**src/tpg_defs.vh**
```
`ifndef TPG_DEFS_VH
`define TPG_DEFS_VH

// register offsets on the serial configuration port
`define TPG_ADDR_W 15
`define TPG_OFS_MODE_CTL 15'h0550
`define TPG_OFS_USER_FIRST 15'h0551
`define TPG_OFS_USER_LAST 15'h0558
`define TPG_OFS_OUT_FMT 15'h0561

// reset values
`define TPG_MODE_CTL_RST 8'h00
`define TPG_OUT_FMT_RST 8'h01
`define TPG_USER_RST 8'h00

// field positions in the test mode control register
`define TPG_MODE_LSB 0
`define TPG_MODE_MSB 3
`define TPG_BIT_PN_LONG_RST 4
`define TPG_BIT_PN_SHORT_RST 5
`define TPG_BIT_USER_SINGLE 7

// test mode selector codes
`define TPG_TM_OFF 4'h0
`define TPG_TM_MIDSCALE 4'h1
`define TPG_TM_POS_FS 4'h2
`define TPG_TM_NEG_FS 4'h3
`define TPG_TM_CHECKER 4'h4
`define TPG_TM_PN_LONG 4'h5
`define TPG_TM_PN_SHORT 4'h6
`define TPG_TM_TOGGLE 4'h7
`define TPG_TM_USER 4'h8
`define TPG_TM_RAMP 4'hF

// output format selector codes
`define TPG_FMT_OFFSET 2'h0
`define TPG_FMT_TWOS 2'h1
`define TPG_FMT_GRAY 2'h2

// fixed pattern words, twos complement
`define TPG_W_MIDSCALE 14'h0000
`define TPG_W_POS_FS 14'h1FFF
`define TPG_W_NEG_FS 14'h2000
`define TPG_W_CHECK_A 14'h1555
`define TPG_W_CHECK_B 14'h2AAA
`define TPG_W_ZEROS 14'h0000
`define TPG_W_ONES 14'h3FFF

// pseudorandom generators
`define TPG_PN_LONG_SEED 23'h003AFF
`define TPG_PN_LONG_LEN 23
`define TPG_PN_LONG_TAP 18
`define TPG_PN_SHORT_SEED 23'h000092
`define TPG_PN_SHORT_LEN 9
`define TPG_PN_SHORT_TAP 5

// serial port framing
`define TPG_SPI_HDR_LAST 5'h0F
`define TPG_SPI_BYTE_LAST 5'h07

`endif

```
**src/tpg_test_pattern.v**
```verilog
// Functional notes
// - test mode replaces converted data at formatter
// - four-bit selector; shorts at codes one-three
// - only some patterns pass the formatter
// - control bits four/five reseed pseudorandom generators
// - analog sample ignored during any test
// - code 0100 alternates 0x1555 and 0x2AAA
// - code 0101 long generator, x23+x18+1
// - code 0110 short generator, x9+x5+1
// - code 0111 toggles all zeros, all ones
// - code 1000 repeat cycles four user words
// - code 1000 single: four words, then zeros
// - formatter: offset binary, twos complement, Gray

`default_nettype none

module tpg_test_pattern #(
  parameter DATA_W = 14
) (
  input wire clk,
  input wire rst,
  input wire ce,
  input wire [DATA_W-1:0] adc_data,
  input wire sclk,
  input wire spi_cs_n,
  input wire sdio_in,
  output wire sdio_out,
  output wire sdio_oe,
  output reg [DATA_W-1:0] dout_q,
  output reg test_active_q
);

`include "tpg_defs.vh"

////////////////////////////////////////////////////////////////////////
// helpers

// formatter; input word is twos complement
function [13:0] fmt_word;
  input [13:0] w;
  input [1:0] sel;
  reg [13:0] ob;
  begin
    ob = {~w[13], w[12:0]};
    case (sel)
      `TPG_FMT_OFFSET: fmt_word = ob;
      `TPG_FMT_GRAY: fmt_word = ob ^ {1'b0, ob[13:1]};
      default: fmt_word = w;
    endcase
  end
endfunction

// fourteen steps of a Fibonacci register; returns {word, state}
function [36:0] pn_step;
  input [22:0] s;
  input integer len;
  input integer tap;
  reg [22:0] st;
  reg [22:0] mask;
  reg [13:0] w;
  reg fb;
  integer i;
  begin
    st = s;
    mask = ~(23'h7FFFFF << len);
    w = 14'h0000;
    for (i = 0; i < 14; i = i + 1) begin
      fb = st[len-1] ^ st[tap-1];
      st = {st[21:0], fb} & mask;
      w = {w[12:0], fb};
    end
    pn_step = {w, st};
  end
endfunction

// register decode, shared by the read mux and the write port
localparam DEC_NONE = 2'h0;
localparam DEC_MODE = 2'h1;
localparam DEC_USER = 2'h2;
localparam DEC_FMT = 2'h3;

function [1:0] reg_decode;
  input [14:0] a;
  begin
    if (a == `TPG_OFS_MODE_CTL) begin
      reg_decode = DEC_MODE;
    end else if (a >= `TPG_OFS_USER_FIRST && a <= `TPG_OFS_USER_LAST) begin
      reg_decode = DEC_USER;
    end else if (a == `TPG_OFS_OUT_FMT) begin
      reg_decode = DEC_FMT;
    end else begin
      reg_decode = DEC_NONE;
    end
  end
endfunction

////////////////////////////////////////////////////////////////////////
// register file

reg [7:0] mode_ctl_q;
reg [7:0] out_fmt_q;
reg [7:0] user_q [0:7];
wire [14:0] reg_addr;
wire reg_wr;
wire [7:0] reg_wdata;
reg [7:0] reg_rdata;
wire [14:0] user_off;
wire [1:0] reg_dec;
integer k;

assign user_off = reg_addr - `TPG_OFS_USER_FIRST;
assign reg_dec = reg_decode(reg_addr);

tpg_spi_port u_spi (
  .clk(clk),
  .rst(rst),
  .ce(ce),
  .sclk(sclk),
  .cs_n(spi_cs_n),
  .sdi(sdio_in),
  .rdata(reg_rdata),
  .addr_q(reg_addr),
  .wr_stb_q(reg_wr),
  .wdata_q(reg_wdata),
  .sdo_q(sdio_out),
  .sdo_oe_q(sdio_oe)
);

always @* begin
  if (reg_dec == DEC_MODE) begin
    reg_rdata = mode_ctl_q;
  end else if (reg_dec == DEC_USER) begin
    reg_rdata = user_q[user_off[2:0]];
  end else if (reg_dec == DEC_FMT) begin
    reg_rdata = out_fmt_q;
  end else begin
    reg_rdata = 8'h00;
  end
end

always @(posedge clk) begin
  if (rst) begin
    mode_ctl_q <= `TPG_MODE_CTL_RST;
    out_fmt_q <= `TPG_OUT_FMT_RST;
    for (k = 0; k < 8; k = k + 1) begin
      user_q[k] <= `TPG_USER_RST;
    end
  end else if (ce && reg_wr) begin
    // unmapped writes are dropped
    if (reg_dec == DEC_MODE) begin
      mode_ctl_q <= reg_wdata;
    end else if (reg_dec == DEC_USER) begin
      user_q[user_off[2:0]] <= reg_wdata;
    end else if (reg_dec == DEC_FMT) begin
      out_fmt_q <= {6'h00, reg_wdata[1:0]};
    end
  end
end

////////////////////////////////////////////////////////////////////////
// pattern sequencing state

wire [3:0] tmode;
wire single_mode;
wire pn_long_rst;
wire pn_short_rst;
reg [3:0] prev_mode_q;
reg phase_q;
reg [1:0] uidx_q;
reg udone_q;
reg [13:0] ramp_q;
reg [22:0] pn_long_q;
reg [22:0] pn_short_q;
wire mode_chg;
wire eff_phase;
wire [1:0] eff_uidx;
wire eff_udone;
wire [13:0] eff_ramp;
wire [36:0] pn_long_nx;
wire [36:0] pn_short_nx;
wire [15:0] user_word;

assign tmode = mode_ctl_q[`TPG_MODE_MSB:`TPG_MODE_LSB];
assign single_mode = mode_ctl_q[`TPG_BIT_USER_SINGLE];
assign pn_long_rst = mode_ctl_q[`TPG_BIT_PN_LONG_RST];
assign pn_short_rst = mode_ctl_q[`TPG_BIT_PN_SHORT_RST];

// a fresh selection starts the checkerboard, toggle, user and ramp sequences from their first word; the generators resume
assign mode_chg = tmode != prev_mode_q;
assign eff_phase = mode_chg ? 1'b0 : phase_q;
assign eff_uidx = mode_chg ? 2'h0 : uidx_q;
assign eff_udone = mode_chg ? 1'b0 : udone_q;
assign eff_ramp = mode_chg ? 14'h0000 : ramp_q;

assign pn_long_nx = pn_step(pn_long_q, `TPG_PN_LONG_LEN, `TPG_PN_LONG_TAP);
assign pn_short_nx = pn_step(pn_short_q, `TPG_PN_SHORT_LEN, `TPG_PN_SHORT_TAP);

assign user_word = {user_q[{eff_uidx, 1'b1}], user_q[{eff_uidx, 1'b0}]};

// advance per sample: nothing moves without the sample clock and enable
always @(posedge clk) begin
  if (rst) begin
    prev_mode_q <= `TPG_TM_OFF;
    phase_q <= 1'b0;
    uidx_q <= 2'h0;
    udone_q <= 1'b0;
    ramp_q <= 14'h0000;
    pn_long_q <= `TPG_PN_LONG_SEED;
    pn_short_q <= `TPG_PN_SHORT_SEED;
  end else if (ce) begin
    prev_mode_q <= tmode;
    phase_q <= ~eff_phase;
    ramp_q <= eff_ramp + 14'h0001;
    uidx_q <= eff_uidx + 2'h1;
    udone_q <= eff_udone | (single_mode && eff_uidx == 2'h3);
    if (pn_long_rst) begin
      pn_long_q <= `TPG_PN_LONG_SEED;
    end else if (tmode == `TPG_TM_PN_LONG) begin
      pn_long_q <= pn_long_nx[22:0];
    end
    if (pn_short_rst) begin
      pn_short_q <= `TPG_PN_SHORT_SEED;
    end else if (tmode == `TPG_TM_PN_SHORT) begin
      pn_short_q <= pn_short_nx[22:0];
    end
  end
end

////////////////////////////////////////////////////////////////////////
// output selection

reg [13:0] word_d;
wire [1:0] fmt_sel;

assign fmt_sel = out_fmt_q[1:0];

always @* begin
  case (tmode)
    `TPG_TM_OFF: begin
      word_d = fmt_word(adc_data, fmt_sel);
    end
    `TPG_TM_MIDSCALE: begin
      word_d = fmt_word(`TPG_W_MIDSCALE, fmt_sel);
    end
    `TPG_TM_POS_FS: begin
      word_d = fmt_word(`TPG_W_POS_FS, fmt_sel);
    end
    `TPG_TM_NEG_FS: begin
      word_d = fmt_word(`TPG_W_NEG_FS, fmt_sel);
    end
    `TPG_TM_CHECKER: begin
      word_d = eff_phase ? `TPG_W_CHECK_B : `TPG_W_CHECK_A;
    end
    `TPG_TM_PN_LONG: begin
      word_d = pn_long_nx[36:23];
    end
    `TPG_TM_PN_SHORT: begin
      word_d = pn_short_nx[36:23];
    end
    `TPG_TM_TOGGLE: begin
      word_d = eff_phase ? `TPG_W_ONES : `TPG_W_ZEROS;
    end
    `TPG_TM_USER: begin
      // user word bits 15 to 2
      word_d = eff_udone ? `TPG_W_ZEROS : user_word[15:2];
    end
    `TPG_TM_RAMP: begin
      word_d = eff_ramp;
    end
    default: begin
      word_d = `TPG_W_ZEROS;
    end
  endcase
end

always @(posedge clk) begin
  if (rst) begin
    dout_q <= {DATA_W{1'b0}};
    test_active_q <= 1'b0;
  end else if (ce) begin
    dout_q <= word_d;
    test_active_q <= tmode != `TPG_TM_OFF;
  end
end

endmodule // tpg_test_pattern

`default_nettype wire

```
**src/tpg_spi_port.v**
```verilog
`default_nettype none

module tpg_spi_port (
  input wire clk,
  input wire rst,
  input wire ce,
  input wire sclk,
  input wire cs_n,
  input wire sdi,
  input wire [7:0] rdata,
  output reg [14:0] addr_q,
  output reg wr_stb_q,
  output reg [7:0] wdata_q,
  output reg sdo_q,
  output reg sdo_oe_q
);

`include "tpg_defs.vh"

reg [2:0] sclk_s_q;
reg [2:0] cs_s_q;
reg [2:0] sdi_s_q;
reg sclk_lvl_q;
reg active_q;
reg [15:0] sh_in_q;
reg [7:0] sh_out_q;
reg [4:0] cnt_q;
reg hdr_q;
reg rd_q;
reg inc_q;
wire rise;
wire fall;
wire bit_in;

////////////////////////////////////////////////////////////////////////
// three-stage synchronisers; edges only counted once stages 2 and 3 agree
// a one-flop glitch on the serial clock never reaches the shifter
assign rise = sclk_s_q[1] & sclk_s_q[2] & ~sclk_lvl_q;
assign fall = ~sclk_s_q[1] & ~sclk_s_q[2] & sclk_lvl_q;
assign bit_in = sdi_s_q[2];

always @(posedge clk) begin
  if (rst) begin
    sclk_s_q <= 3'h0;
    cs_s_q <= 3'h7;
    sdi_s_q <= 3'h0;
    sclk_lvl_q <= 1'b0;
    active_q <= 1'b0;
  end else if (ce) begin
    sclk_s_q <= {sclk_s_q[1:0], sclk};
    cs_s_q <= {cs_s_q[1:0], cs_n};
    sdi_s_q <= {sdi_s_q[1:0], sdi};
    if (sclk_s_q[1] == sclk_s_q[2]) begin
      sclk_lvl_q <= sclk_s_q[2];
    end
    if (cs_s_q[1] == cs_s_q[2]) begin
      active_q <= ~cs_s_q[1];
    end
  end
end

////////////////////////////////////////////////////////////////////////
// 16-bit instruction (read flag, address), then streamed data bytes
always @(posedge clk) begin
  if (rst) begin
    sh_in_q <= 16'h0000;
    sh_out_q <= 8'h00;
    cnt_q <= 5'h00;
    hdr_q <= 1'b0;
    rd_q <= 1'b0;
    inc_q <= 1'b0;
    addr_q <= 15'h0000;
    wr_stb_q <= 1'b0;
    wdata_q <= 8'h00;
    sdo_q <= 1'b0;
    sdo_oe_q <= 1'b0;
  end else if (ce) begin
    wr_stb_q <= 1'b0;
    inc_q <= 1'b0;
    // address moves one cycle after the byte so a write strobe sees the old one
    if (inc_q) begin
      addr_q <= addr_q + 15'h0001;
    end
    if (!active_q) begin
      cnt_q <= 5'h00;
      hdr_q <= 1'b0;
      rd_q <= 1'b0;
      sdo_oe_q <= 1'b0;
    end else if (rise) begin
      sh_in_q <= {sh_in_q[14:0], bit_in};
      if (!hdr_q) begin
        if (cnt_q == `TPG_SPI_HDR_LAST) begin
          hdr_q <= 1'b1;
          rd_q <= sh_in_q[14];
          addr_q <= {sh_in_q[13:0], bit_in};
          cnt_q <= 5'h00;
        end else begin
          cnt_q <= cnt_q + 5'h01;
        end
      end else if (cnt_q == `TPG_SPI_BYTE_LAST) begin
        cnt_q <= 5'h00;
        inc_q <= 1'b1;
        wr_stb_q <= ~rd_q;
        wdata_q <= {sh_in_q[6:0], bit_in};
      end else begin
        cnt_q <= cnt_q + 5'h01;
      end
    end else if (fall && hdr_q && rd_q) begin
      // read data leaves on falling edges, most significant bit first
      sdo_oe_q <= 1'b1;
      if (cnt_q == 5'h00) begin
        sdo_q <= rdata[7];
        sh_out_q <= {rdata[6:0], 1'b0};
      end else begin
        sdo_q <= sh_out_q[7];
        sh_out_q <= {sh_out_q[6:0], 1'b0};
      end
    end
  end
end

endmodule // tpg_spi_port

`default_nettype wire

```
**config.mk**
```make
export PLATFORM = sky130hd
export DESIGN_NAME = tpg_test_pattern
export DESIGN_NICKNAME = d
export VERILOG_FILES = /design/src/tpg_test_pattern.v /design/src/tpg_spi_port.v
export VERILOG_INCLUDE_DIRS = /design/src /design/src/src
export SDC_FILE = /design/constraint.sdc
export NUM_CORES = 1
export LEC_CHECK = 0
export BUFFER_PORTS_ARGS = -buffer_cell sky130_fd_sc_hd__clkbuf_2
export CAP_MARGIN = 20
export CORE_UTILIZATION = 40
export DETAILED_ROUTE_END_ITERATION = 10
export SLEW_MARGIN = 20
export SYNTH_ARGS = -nofsm -noshare
export SYNTH_HDL_FRONTEND = slang
export SYNTH_HIERARCHICAL = 1
export SYNTH_SLANG_ARGS = --single-unit
export TNS_END_PERCENT = 50
```
**constraint.sdc**
```tcl
create_clock -name clk -period 7.68 [get_ports clk]
set_clock_uncertainty 0.15 [all_clocks]
set_input_delay 0.768 -clock clk [delete_from_list [all_inputs] [get_ports clk]]
set_output_delay 0.768 -clock clk [all_outputs]
set_load 0.01 [all_outputs]
```
Word level (Yosys, flattened, before mapping)
Memory sizes are Yosys's and may differ from the RTL's.
Cells that the tools add are included.
{ "op_classes": {"addsub": 5, "order_cmp": 2, "eq_ne": 26, "mux": 63, "n_bitwise": 44, "reduce_logical": 25} }
{ "op_table": {"columns": ["operator", "count"], "rows": [
  ["$pmux W14 S10", 1],
  ["$pmux W14 S2", 3],
  ["$mux W15", 5],
  ["$mux W14", 5],
  ["$mux W23", 2],
  ["$mux W8", 4],
  ["$eq A15 B11 Y1 const B", 2],
  ["$mux W1", 30],
  ["$xor A1 B1 Y1", 28],
  ["$mux W5", 5],
  ["$mux W9", 2],
  ["$eq A4 B3 Y1 const B", 4],
  ["$add A15 B1 Y15 const B", 1],
  ["$ge A15 B11 Y1 const B", 1],
  ["$le A15 B11 Y1 const B", 1],
  ["$add A14 B1 Y14 const B", 1],
  ["$xor A14 B13 Y14", 1],
  ["$reduce_and A2 Y1", 6],
  ["$reduce_and A4 Y1", 3],
  ["$mux W2", 5],
  ["$ne A2 B2 Y1 const B", 5],
  ["$not A1 Y1", 10],
  ["$eq A2 B2 Y1 const B", 4],
  ["$eq A4 B2 Y1 const B", 2],
  ["other kinds (23)", 34]
]} }
{ "totals": {"reg_bits": 147, "ram_bits": 64, "elab_cells": 193, "memories": 1} }
{ "mem_list": {"columns": ["name", "words", "width", "read_ports", "rd_clocked_by_memory_dff", "write_ports", "line", "source"], "rows": [
  ["user_q", 8, 8, 3, 0, 8, "tpg_test_pattern.v:102", "reg [7:0] user_q [0:7];"]
]} }

Longest topological paths before layout
Gate-level depths: netlist of run 1.
{ "logic_depth": {"word_depth": 12, "mapped_depth": 15, "depth_no_buf": 10} }

Modules after synthesis
The synthesis of run 1 kept the hierarchy.
{ "by_module_without_submodules": {"columns": ["module", "n_inst", "cells_per_inst", "area_per_inst_um2", "seq_area_each_um2"], "rows": [
  ["tpg_test_pattern", 1, 913, 8380.5, 3503.4],
  ["tpg_spi_port", 1, 387, 3229.3, 1341.3]
]} }

Least setup slack after synthesis of run 1
OpenSTA, ideal clock, no wires.
{ "synth_path": {"path_type": "register to register", "from": "reg mode_ctl_q[0]", "to": "reg ramp_q[8]", "setup_time_ns": 0.132, "t_arrival_ns": 2.568, "setup_slack_ns": 4.830, "stages_incl_launch_ff": 16, "n_path_buf": 5, "synth_period_minus_slack_ns": 2.850, "cell_sequence": "dfxtp_1 buf_2 xnor2_1 and4_4 buf_4 buf_4 buf_2 and2_1 ha_1 and4_1 and3_1 and2_1 clkbuf_1 a21oi_1 o21ai_0 a21oi_1"} }
{ "synth_between": {"elab_chain_len": 3} }
{ "synth_lines": {"columns": ["element", "line", "source"], "rows": [
  ["start, declared", "tpg_test_pattern.v:100", "reg [7:0] mode_ctl_q;"],
  ["start signal, assigned", "tpg_test_pattern.v:143", "mode_ctl_q <= `TPG_MODE_CTL_RST;"],
  ["start signal, assigned", "tpg_test_pattern.v:151", "mode_ctl_q <= reg_wdata;"],
  ["$ne A4 B4 Y1", "tpg_test_pattern.v:189", "assign mode_chg = tmode != prev_mode_q;"],
  ["$mux W14", "tpg_test_pattern.v:193", "assign eff_ramp = mode_chg ? 14'h0000 : ramp_q;"],
  ["$add A14 B1 Y14", "tpg_test_pattern.v:213", "ramp_q <= eff_ramp + 14'h0001;"],
  ["end signal, assigned", "tpg_test_pattern.v:213", null],
  ["end, declared", "tpg_test_pattern.v:171", "reg [13:0] ramp_q;"]
]} }
Every way passes these cells.
A chain may end at the register's enable or synchronous reset.

==> results.cfg, run 1 <==
[logic_synthesis]
ys_seq_elements = 210
yosys_most_used_dff = dfxtp_1
synth-compound-area-share_pct = 19.2
synth_edf_count = 64
muxShareOfSynthArea_pct = 6.65
synth.distinct_cells = 76
synth-adder-area-share_pct = 1.29
yosys.area_share.xor_xnor_pct = 4.01
yosysTopAreaCell = dfxtp_1
synthesis.nets = 1332
syn_area_mm2 = 0.0116
ys_seq_area_share_pct = 41.7
yosysWarningCount = 6
synth_top_family_by_area = simple AND/OR/NAND/NOR gates
avgSynthCellArea_um2 = 8.93
synth_cells = 1300
async_reset_ff_share_pct = 0
synth.top_cell.area_share_pct = 25.2
synth_area_leaders = dfxtp_1 (25%), edfxtp_1 (17%), a21oi_1 (5.0%)
synth-simple-area-share_pct = 22.2

[floorplan]
ios = 37
initial_utilization_pct = 40.6
fp-row-count = 62
core_mm2 = 0.0286
die_area_mm2 = 0.0297
die_x_um = 172
die_h_um = 172

[min_path]
hold_path.class = in2reg

[drt]
vias_per_cell = 5.71
initialDrtViolationCount = 911
antenna_left = 0
wl_per_cell_um = 19.0
wirelength_mm = 31.8
drc_errors = 0
firstDrtPassIters = 7
vias = 9568

[worst_setup_path]
crit_path_max_fanout = 21
cp-start-kind = flip-flop
critPathBufInv = 0
crit_slowest_cell = nand2b_1
path_delay_family = simple AND/OR/NAND/NOR gates
path_class = reg2reg
cp_slowest_stage_delay_ns = 1.05
end_kind = flip-flop
timing.critical_path.required_ns = 7.79
worst_ep_arrival_time_ns = 3.88
r2r_setup_slack_ns = 3.92
cp_cell_sequence = nor4b_1 -> and4b_1 -> nand4_1 -> nand2b_1 -> nor3_4 -> or2_2

[power]
power.share.combinational_pct = 4.8
sequentialPowerShare_pct = 46.7
swShare_pct = 22.8
power.internal_w = 0.00198
ir_drop_uv = 143
p_sw_w = 0.000582
p_per_area_mw_per_mm2 = 201
p_leak_nw = 4.55
p_clk_share_pct = 48.6

[layout]
n_antenna_cell = 0
mostFrequentLayoutCells = dfxtp_1 (146), nor2_1 (139), nand2_1 (116), a21oi_1 (116), and2_1 (73)
syn2layout_area_growth_pct = 9.87
drive_above_1_share_pct = 10.5
layout_commonest_cell = dfxtp_1
stdcell_count = 1677
num-nets-final = 1306
fillCellCount = 2758

[timing]
min_period_over_period_pct = 49.0
setup_tns_ns = 0
hold_violations = 0
slew_viol_final = 0
fmax_mhz = 266
worst_slew_pin_slew_ns = 1.07
setup_viol = 0
min_period_ns = 3.76
rsz0062_at_grt = no
maxSlewHeadroom_pct = 28.4

[global_route]
gr-usage-all-layers_pct = 21.6
busiest_layer = met2
grt_overflow = 0
met2_usage_pct = 34.0
grt_first_pass_wirelength_mm = 50.1
antenna_found_initial = 0
use_met3_pct = 3.32
grt_use_met1_pct = 30.1
grt_pass1_vias = 8857
grt_start_max_net_pins = 65

[cts]
cts_hold_buf = 0
root_buffer = clkbuf_16
clock_sinks = 210
clk_path_buf_depth = 3
cts_setup_buffers = 0
cts_buffers = 25
cts_resized = 0
clock_latency_ns = 0.53
cts.reportedPaths.clkPinSlew_ns = 0.06
htreeDepth = 1
cts_tree = yes

[place]
dpl.cell_count = 1631
portBuffers = 36
hpwl_mm = 21.4
globalplace.congestion = 0.877

[run_status]
status = complete, no violations

[job]
cap_violations = 0
-- cells by family (layout without fill, tap and decap cells) --
group                    Yosys count  after routing
buffers and inverters            127            120
flip-flops                       210            210
multiplexers                      66             66
AO/OA/AOI/OAI                    341            341
adder cells (fa/ha/maj)           12             12
AND/OR/NAND/NOR                  493            493
XOR/XNOR                          51             51
-- cell usage after synthesis (12+ instances only) --
cell / number
nand3_1: 20
nor2_1: 139
and2_1: 73
clkbuf_1: 54
mux2i_1: 49
dfxtp_1: 146
a22oi_1: 16
and3_1: 16
inv_1: 26
or2_2: 13
nand2b_1: 26
a211oi_1: 24
xnor2_1: 40
nand2_1: 116
ha_1: 12
a31oi_1: 23
o21ai_0: 45
buf_2: 31
a21oi_1: 116
nor3_1: 25
edfxtp_1: 64
o22ai_1: 28
-- power by group through the flow --
stage | Combinational, W | Clock (W) | Sequential, W
after floorplan | 0.0000865 | 0 | 0.00120
after global placement | 0.000119 | 0 | 0.00122
after detailed placement | 0.000120 | 0 | 0.00122
after CTS | 0.000121 | 0.00127 | 0.00119
after global routing | 0.000133 | 0.00132 | 0.00120
final | 0.000122 | 0.00124 | 0.00119
-- path summary, 6_finish.rpt --
kind                                  startpoint                              to  cells after the start
hold / removal                          spi_cs_n    u_spi/cs_s_q[0]$_SDFFE_PP1P_                      2
setup reg to reg   u_spi/addr_q[13]$_SDFFE_PP0P_      user_q[5][1]$_SDFFCE_PN0P_                      6
setup / recovery   u_spi/addr_q[13]$_SDFFE_PP0P_      user_q[5][1]$_SDFFCE_PN0P_                      6
hold reg to reg   u_spi/sh_in_q[14]$_SDFFE_PP0P_  u_spi/sh_in_q[14]$_SDFFE_PP0P_                      2
-- through the flow --
stage | hold slack (ns) | setup slack, ns | util (%) | power, W | area, um2
2_1_floorplan | 0.287 | 4.83 | - | 0.00129 | 11600
4_1_cts | 0.279 | 3.96 | 44.6 | 0.00258 | 12800
6_report | 0.294 | 3.92 | 44.6 | 0.00256 | 12800
3_5_place_dp | 0.297 | 3.85 | 41.6 | 0.00134 | 11900
5_1_grt | 0.298 | 3.63 | 44.6 | 0.00265 | 12800
3_3_place_gp | 0.296 | 3.93 | 41.6 | 0.00133 | 11900
-- registers in the layout, summed over array words and instances (netlist names), 9 cells and up --
signal,count
u_spi/addr_q,15
u_spi/sh_in_q,15
pn_short_q,9
ramp_q,14
pn_long_q,23
dout_q,14
user_q,64
-- metal layers --
layer  wire [um]  vias to the layer above
li1            -                     4661
met1       14800                     4543
met2       14100                      305
met3        1900                       59
met4        1060                        0
met5           0                        -
-- layout make-up --
cell class	instances	area, um2	share of cell area [%]
clock buffer	32	683	5.36
clock inverter	14	175	1.37
inverter	26	97.6	0.765
multi-input combinational	963	6200	48.6
sequential	210	4840	38.0
tap	384	480	3.77
timing repair buffer	48	275	2.16
Power figures use the tool's default switching activity.
==> inputs of run 2 (changes only) <==
==> constraint.sdc (replaced) <==
create_clock -name clk -period 3.6 [get_ports clk]
set_clock_uncertainty 0.15 [all_clocks]
set_input_delay 0.36 -clock clk [delete_from_list [all_inputs] [get_ports clk]]
set_output_delay 0.36 -clock clk [all_outputs]
set_load 0.01 [all_outputs]
==> run 2 against run 1 <==
Effect of this change:
- critical path depth is 3 higher
- clock-buffer cell count up 3
- worst hold slack worse by 0.11 ns
- global-route usage is 0.56 points higher
==> results.cfg, run 2 (synthesis results as in run 1) <==
[floorplan]
core_mm2 = 0.0286
die_h_um = 172
die_area_mm2 = 0.0297
ios = 37
die_x_um = 172
initial_utilization_pct = 40.6
fp-row-count = 62

[place]
globalplace.congestion = 0.910
hpwl_mm = 22.4
portBuffers = 36
pre_cts_ws_ns = 0.391

[timing]
setup_viol = 0
layout_setup_ws_ns = 0.389
maxSlewHeadroom_pct = 37.3
hold_violations = 0
fmax_mhz = 311
rsz0062_at_grt = no
min_period_over_period_pct = 89.2
min_period_ns = 3.21
slew_viol_final = 0
setup_tns_ns = 0
worst_slew_pin_slew_ns = 0.939

[worst_setup_path]
r2r_setup_slack_ns = 0.39
regToRegEndpoint = user_q[5][5]$_SDFFCE_PN0P_
worst_ep_arrival_time_ns = 3.27
cp-start-kind = flip-flop
r2r_start = u_spi/addr_q[0]$_SDFFE_PP0P_
path_delay_family = simple AND/OR/NAND/NOR gates
critPathBufInv = 2
end_kind = flip-flop
path_class = reg2reg
crit_slowest_cell = nand2b_1
timing.critical_path.required_ns = 3.65
rr_worst_depth = 9
cp_slowest_stage_delay_ns = 0.58
cp_cell_sequence = inv_1 -> ha_1 -> nand2_1 -> o22ai_1 -> nand3_2 -> nand2b_1 -> buf_4 -> nor3_4 -> or2_2
crit_path_max_fanout = 10

[layout]
regMostFlops = user_q
num-nets-final = 1325
mostFrequentLayoutCells = dfxtp_1 (146), nor2_1 (139), nand2_1 (116), a21oi_1 (116), and2_1 (73)
largest_reg_flops = 64
layout_commonest_cell = dfxtp_1
n_antenna_cell = 0
syn2layout_area_growth_pct = 11.2
top_regs = user_q: 64 flops, pn_long_q: 23 flops
drive_above_1_share_pct = 11.6

[global_route]
grt_use_met1_pct = 30.2
busiest_layer = met2
grt_pass1_vias = 8956
grt_first_pass_wirelength_mm = 51.5
use_met3_pct = 2.33
grt_start_max_net_pins = 154
gr-usage-all-layers_pct = 22.2
antenna_found_initial = 0
met2_usage_pct = 36.7
grt_overflow = 0

[power]
p_per_area_mw_per_mm2 = 420
power_w = 0.00543
ir_drop_uv = 300
p_leak_nw = 4.64

[min_path]
hold_depth = 3
hold-path-endpoint = u_spi/sclk_s_q[2]$_SDFFE_PP0P_
hold_path.class = in2reg
worstHoldStart = ce

[cts]
root_buffer = clkbuf_16
cts_setup_buffers = 0
clock_latency_ns = 0.52
cts.reportedPaths.clkPinSlew_ns = 0.06
cts_tree = yes
clock_sinks = 210
htreeDepth = 1
clk_path_buf_depth = 3
cts_buffers = 25

[drt]
vias = 9730
firstDrtPassIters = 5
drc_errors = 0
initialDrtViolationCount = 951
wirelength_mm = 32.6
antenna_left = 0
vias_per_cell = 5.74
wl_per_cell_um = 19.3

[run_status]
status = complete, no violations

[job]
cap_violations = 0
[run 2: cell types whose count changed in the layout (fill, tap and decap cells not counted)]
cell | before | now
buf_12 | 0 | 1
buf_4 | 14 | 29
clkbuf_1 | 5 | 6
clkbuf_16 | 26 | 25
clkbuf_4 | 0 | 1
clkbuf_8 | 1 | 3
clkinv_1 | 6 | 3
clkinvlp_4 | 2 | 1
dlygate4sd3_1 | 0 | 3
inv_6 | 1 | 0
o21ai_0 | 44 | 45
o21ai_1 | 1 | 0
[run 2: area by class of cell]
class	instances	area (um2)
Clock buffer	35	697
Sequential cell	210	4840
Inverter	26	97.6
Multi-Input combinational cell	963	6200
Fill cell	2761	15700
Timing Repair Buffer	67	438
Clock inverter	9	148
Tap cell	384	480
[run 2: repair_timing]
action,4_1_cts,5_1_grt
endpoints found under the hold margin,3,0
resized for setup,0,0
hold buffers,3,0
[run 2: per-layer routing]
layer / part of all wire [%] / vias up / wire (um)
li1: - / 4687 / -
met1: 46 / 4717 / 14800
met2: 47 / 267 / 15200
met3: 4.7 / 59 / 1550
met4: 3.0 / 0 / 977
met5: 0 / - / 0
[run 2: how the worst max path moves through the flow]
stage	depth (start not counted)	slack [ns]	end	from
floorplan	15	0.75	ramp_q[8]$_SDFFE_PP0P_	mode_ctl_q[0]$_SDFFE_PP0P_
global placement	9	0.47	user_q[5][1]$_SDFFCE_PN0P_	u_spi/addr_q[0]$_SDFFE_PP0P_
finish	9	0.39	user_q[5][5]$_SDFFCE_PN0P_	u_spi/addr_q[0]$_SDFFE_PP0P_
global route	9	0.15	user_q[5][5]$_SDFFCE_PN0P_	u_spi/addr_q[0]$_SDFFE_PP0P_
CTS	9	0.38	user_q[5][5]$_SDFFCE_PN0P_	u_spi/addr_q[0]$_SDFFE_PP0P_
detailed placement	9	0.39	user_q[5][3]$_SDFFCE_PN0P_	u_spi/addr_q[0]$_SDFFE_PP0P_
[run 2: where the power goes]
part | leakage [nW] | internal, W | switching [W]
clock network | 0.407 | 0.00163 | 0.000986
registers | 1.79 | 0.00249 | 0.0000630
logic | 2.45 | 0.000103 | 0.000156
total | 4.64 | 0.00422 | 0.00120
[run 2: tightest hold or removal path, cell delays in order]
cell	delay, ns
buf_4	0.22
mux2i_1	0.15
nor2_1	0.07
[run 2: through the flow]
| stage | instance area, um2 | hold WS (ns) | util [%] | instances |
|---|---|---|---|---|
| 2_1_floorplan | 11600 | 0.287 | - | 1300 |
| 3_3_place_gp | 12000 | 0.306 | 42.0 | 1647 |
| 3_5_place_dp | 12000 | 0.310 | 42.0 | 1647 |
| 4_1_cts | 12900 | 0.163 | 45.1 | 1694 |
| 5_1_grt | 12900 | 0.192 | 45.1 | 1694 |
| 6_report | 12900 | 0.179 | 45.1 | 1694 |
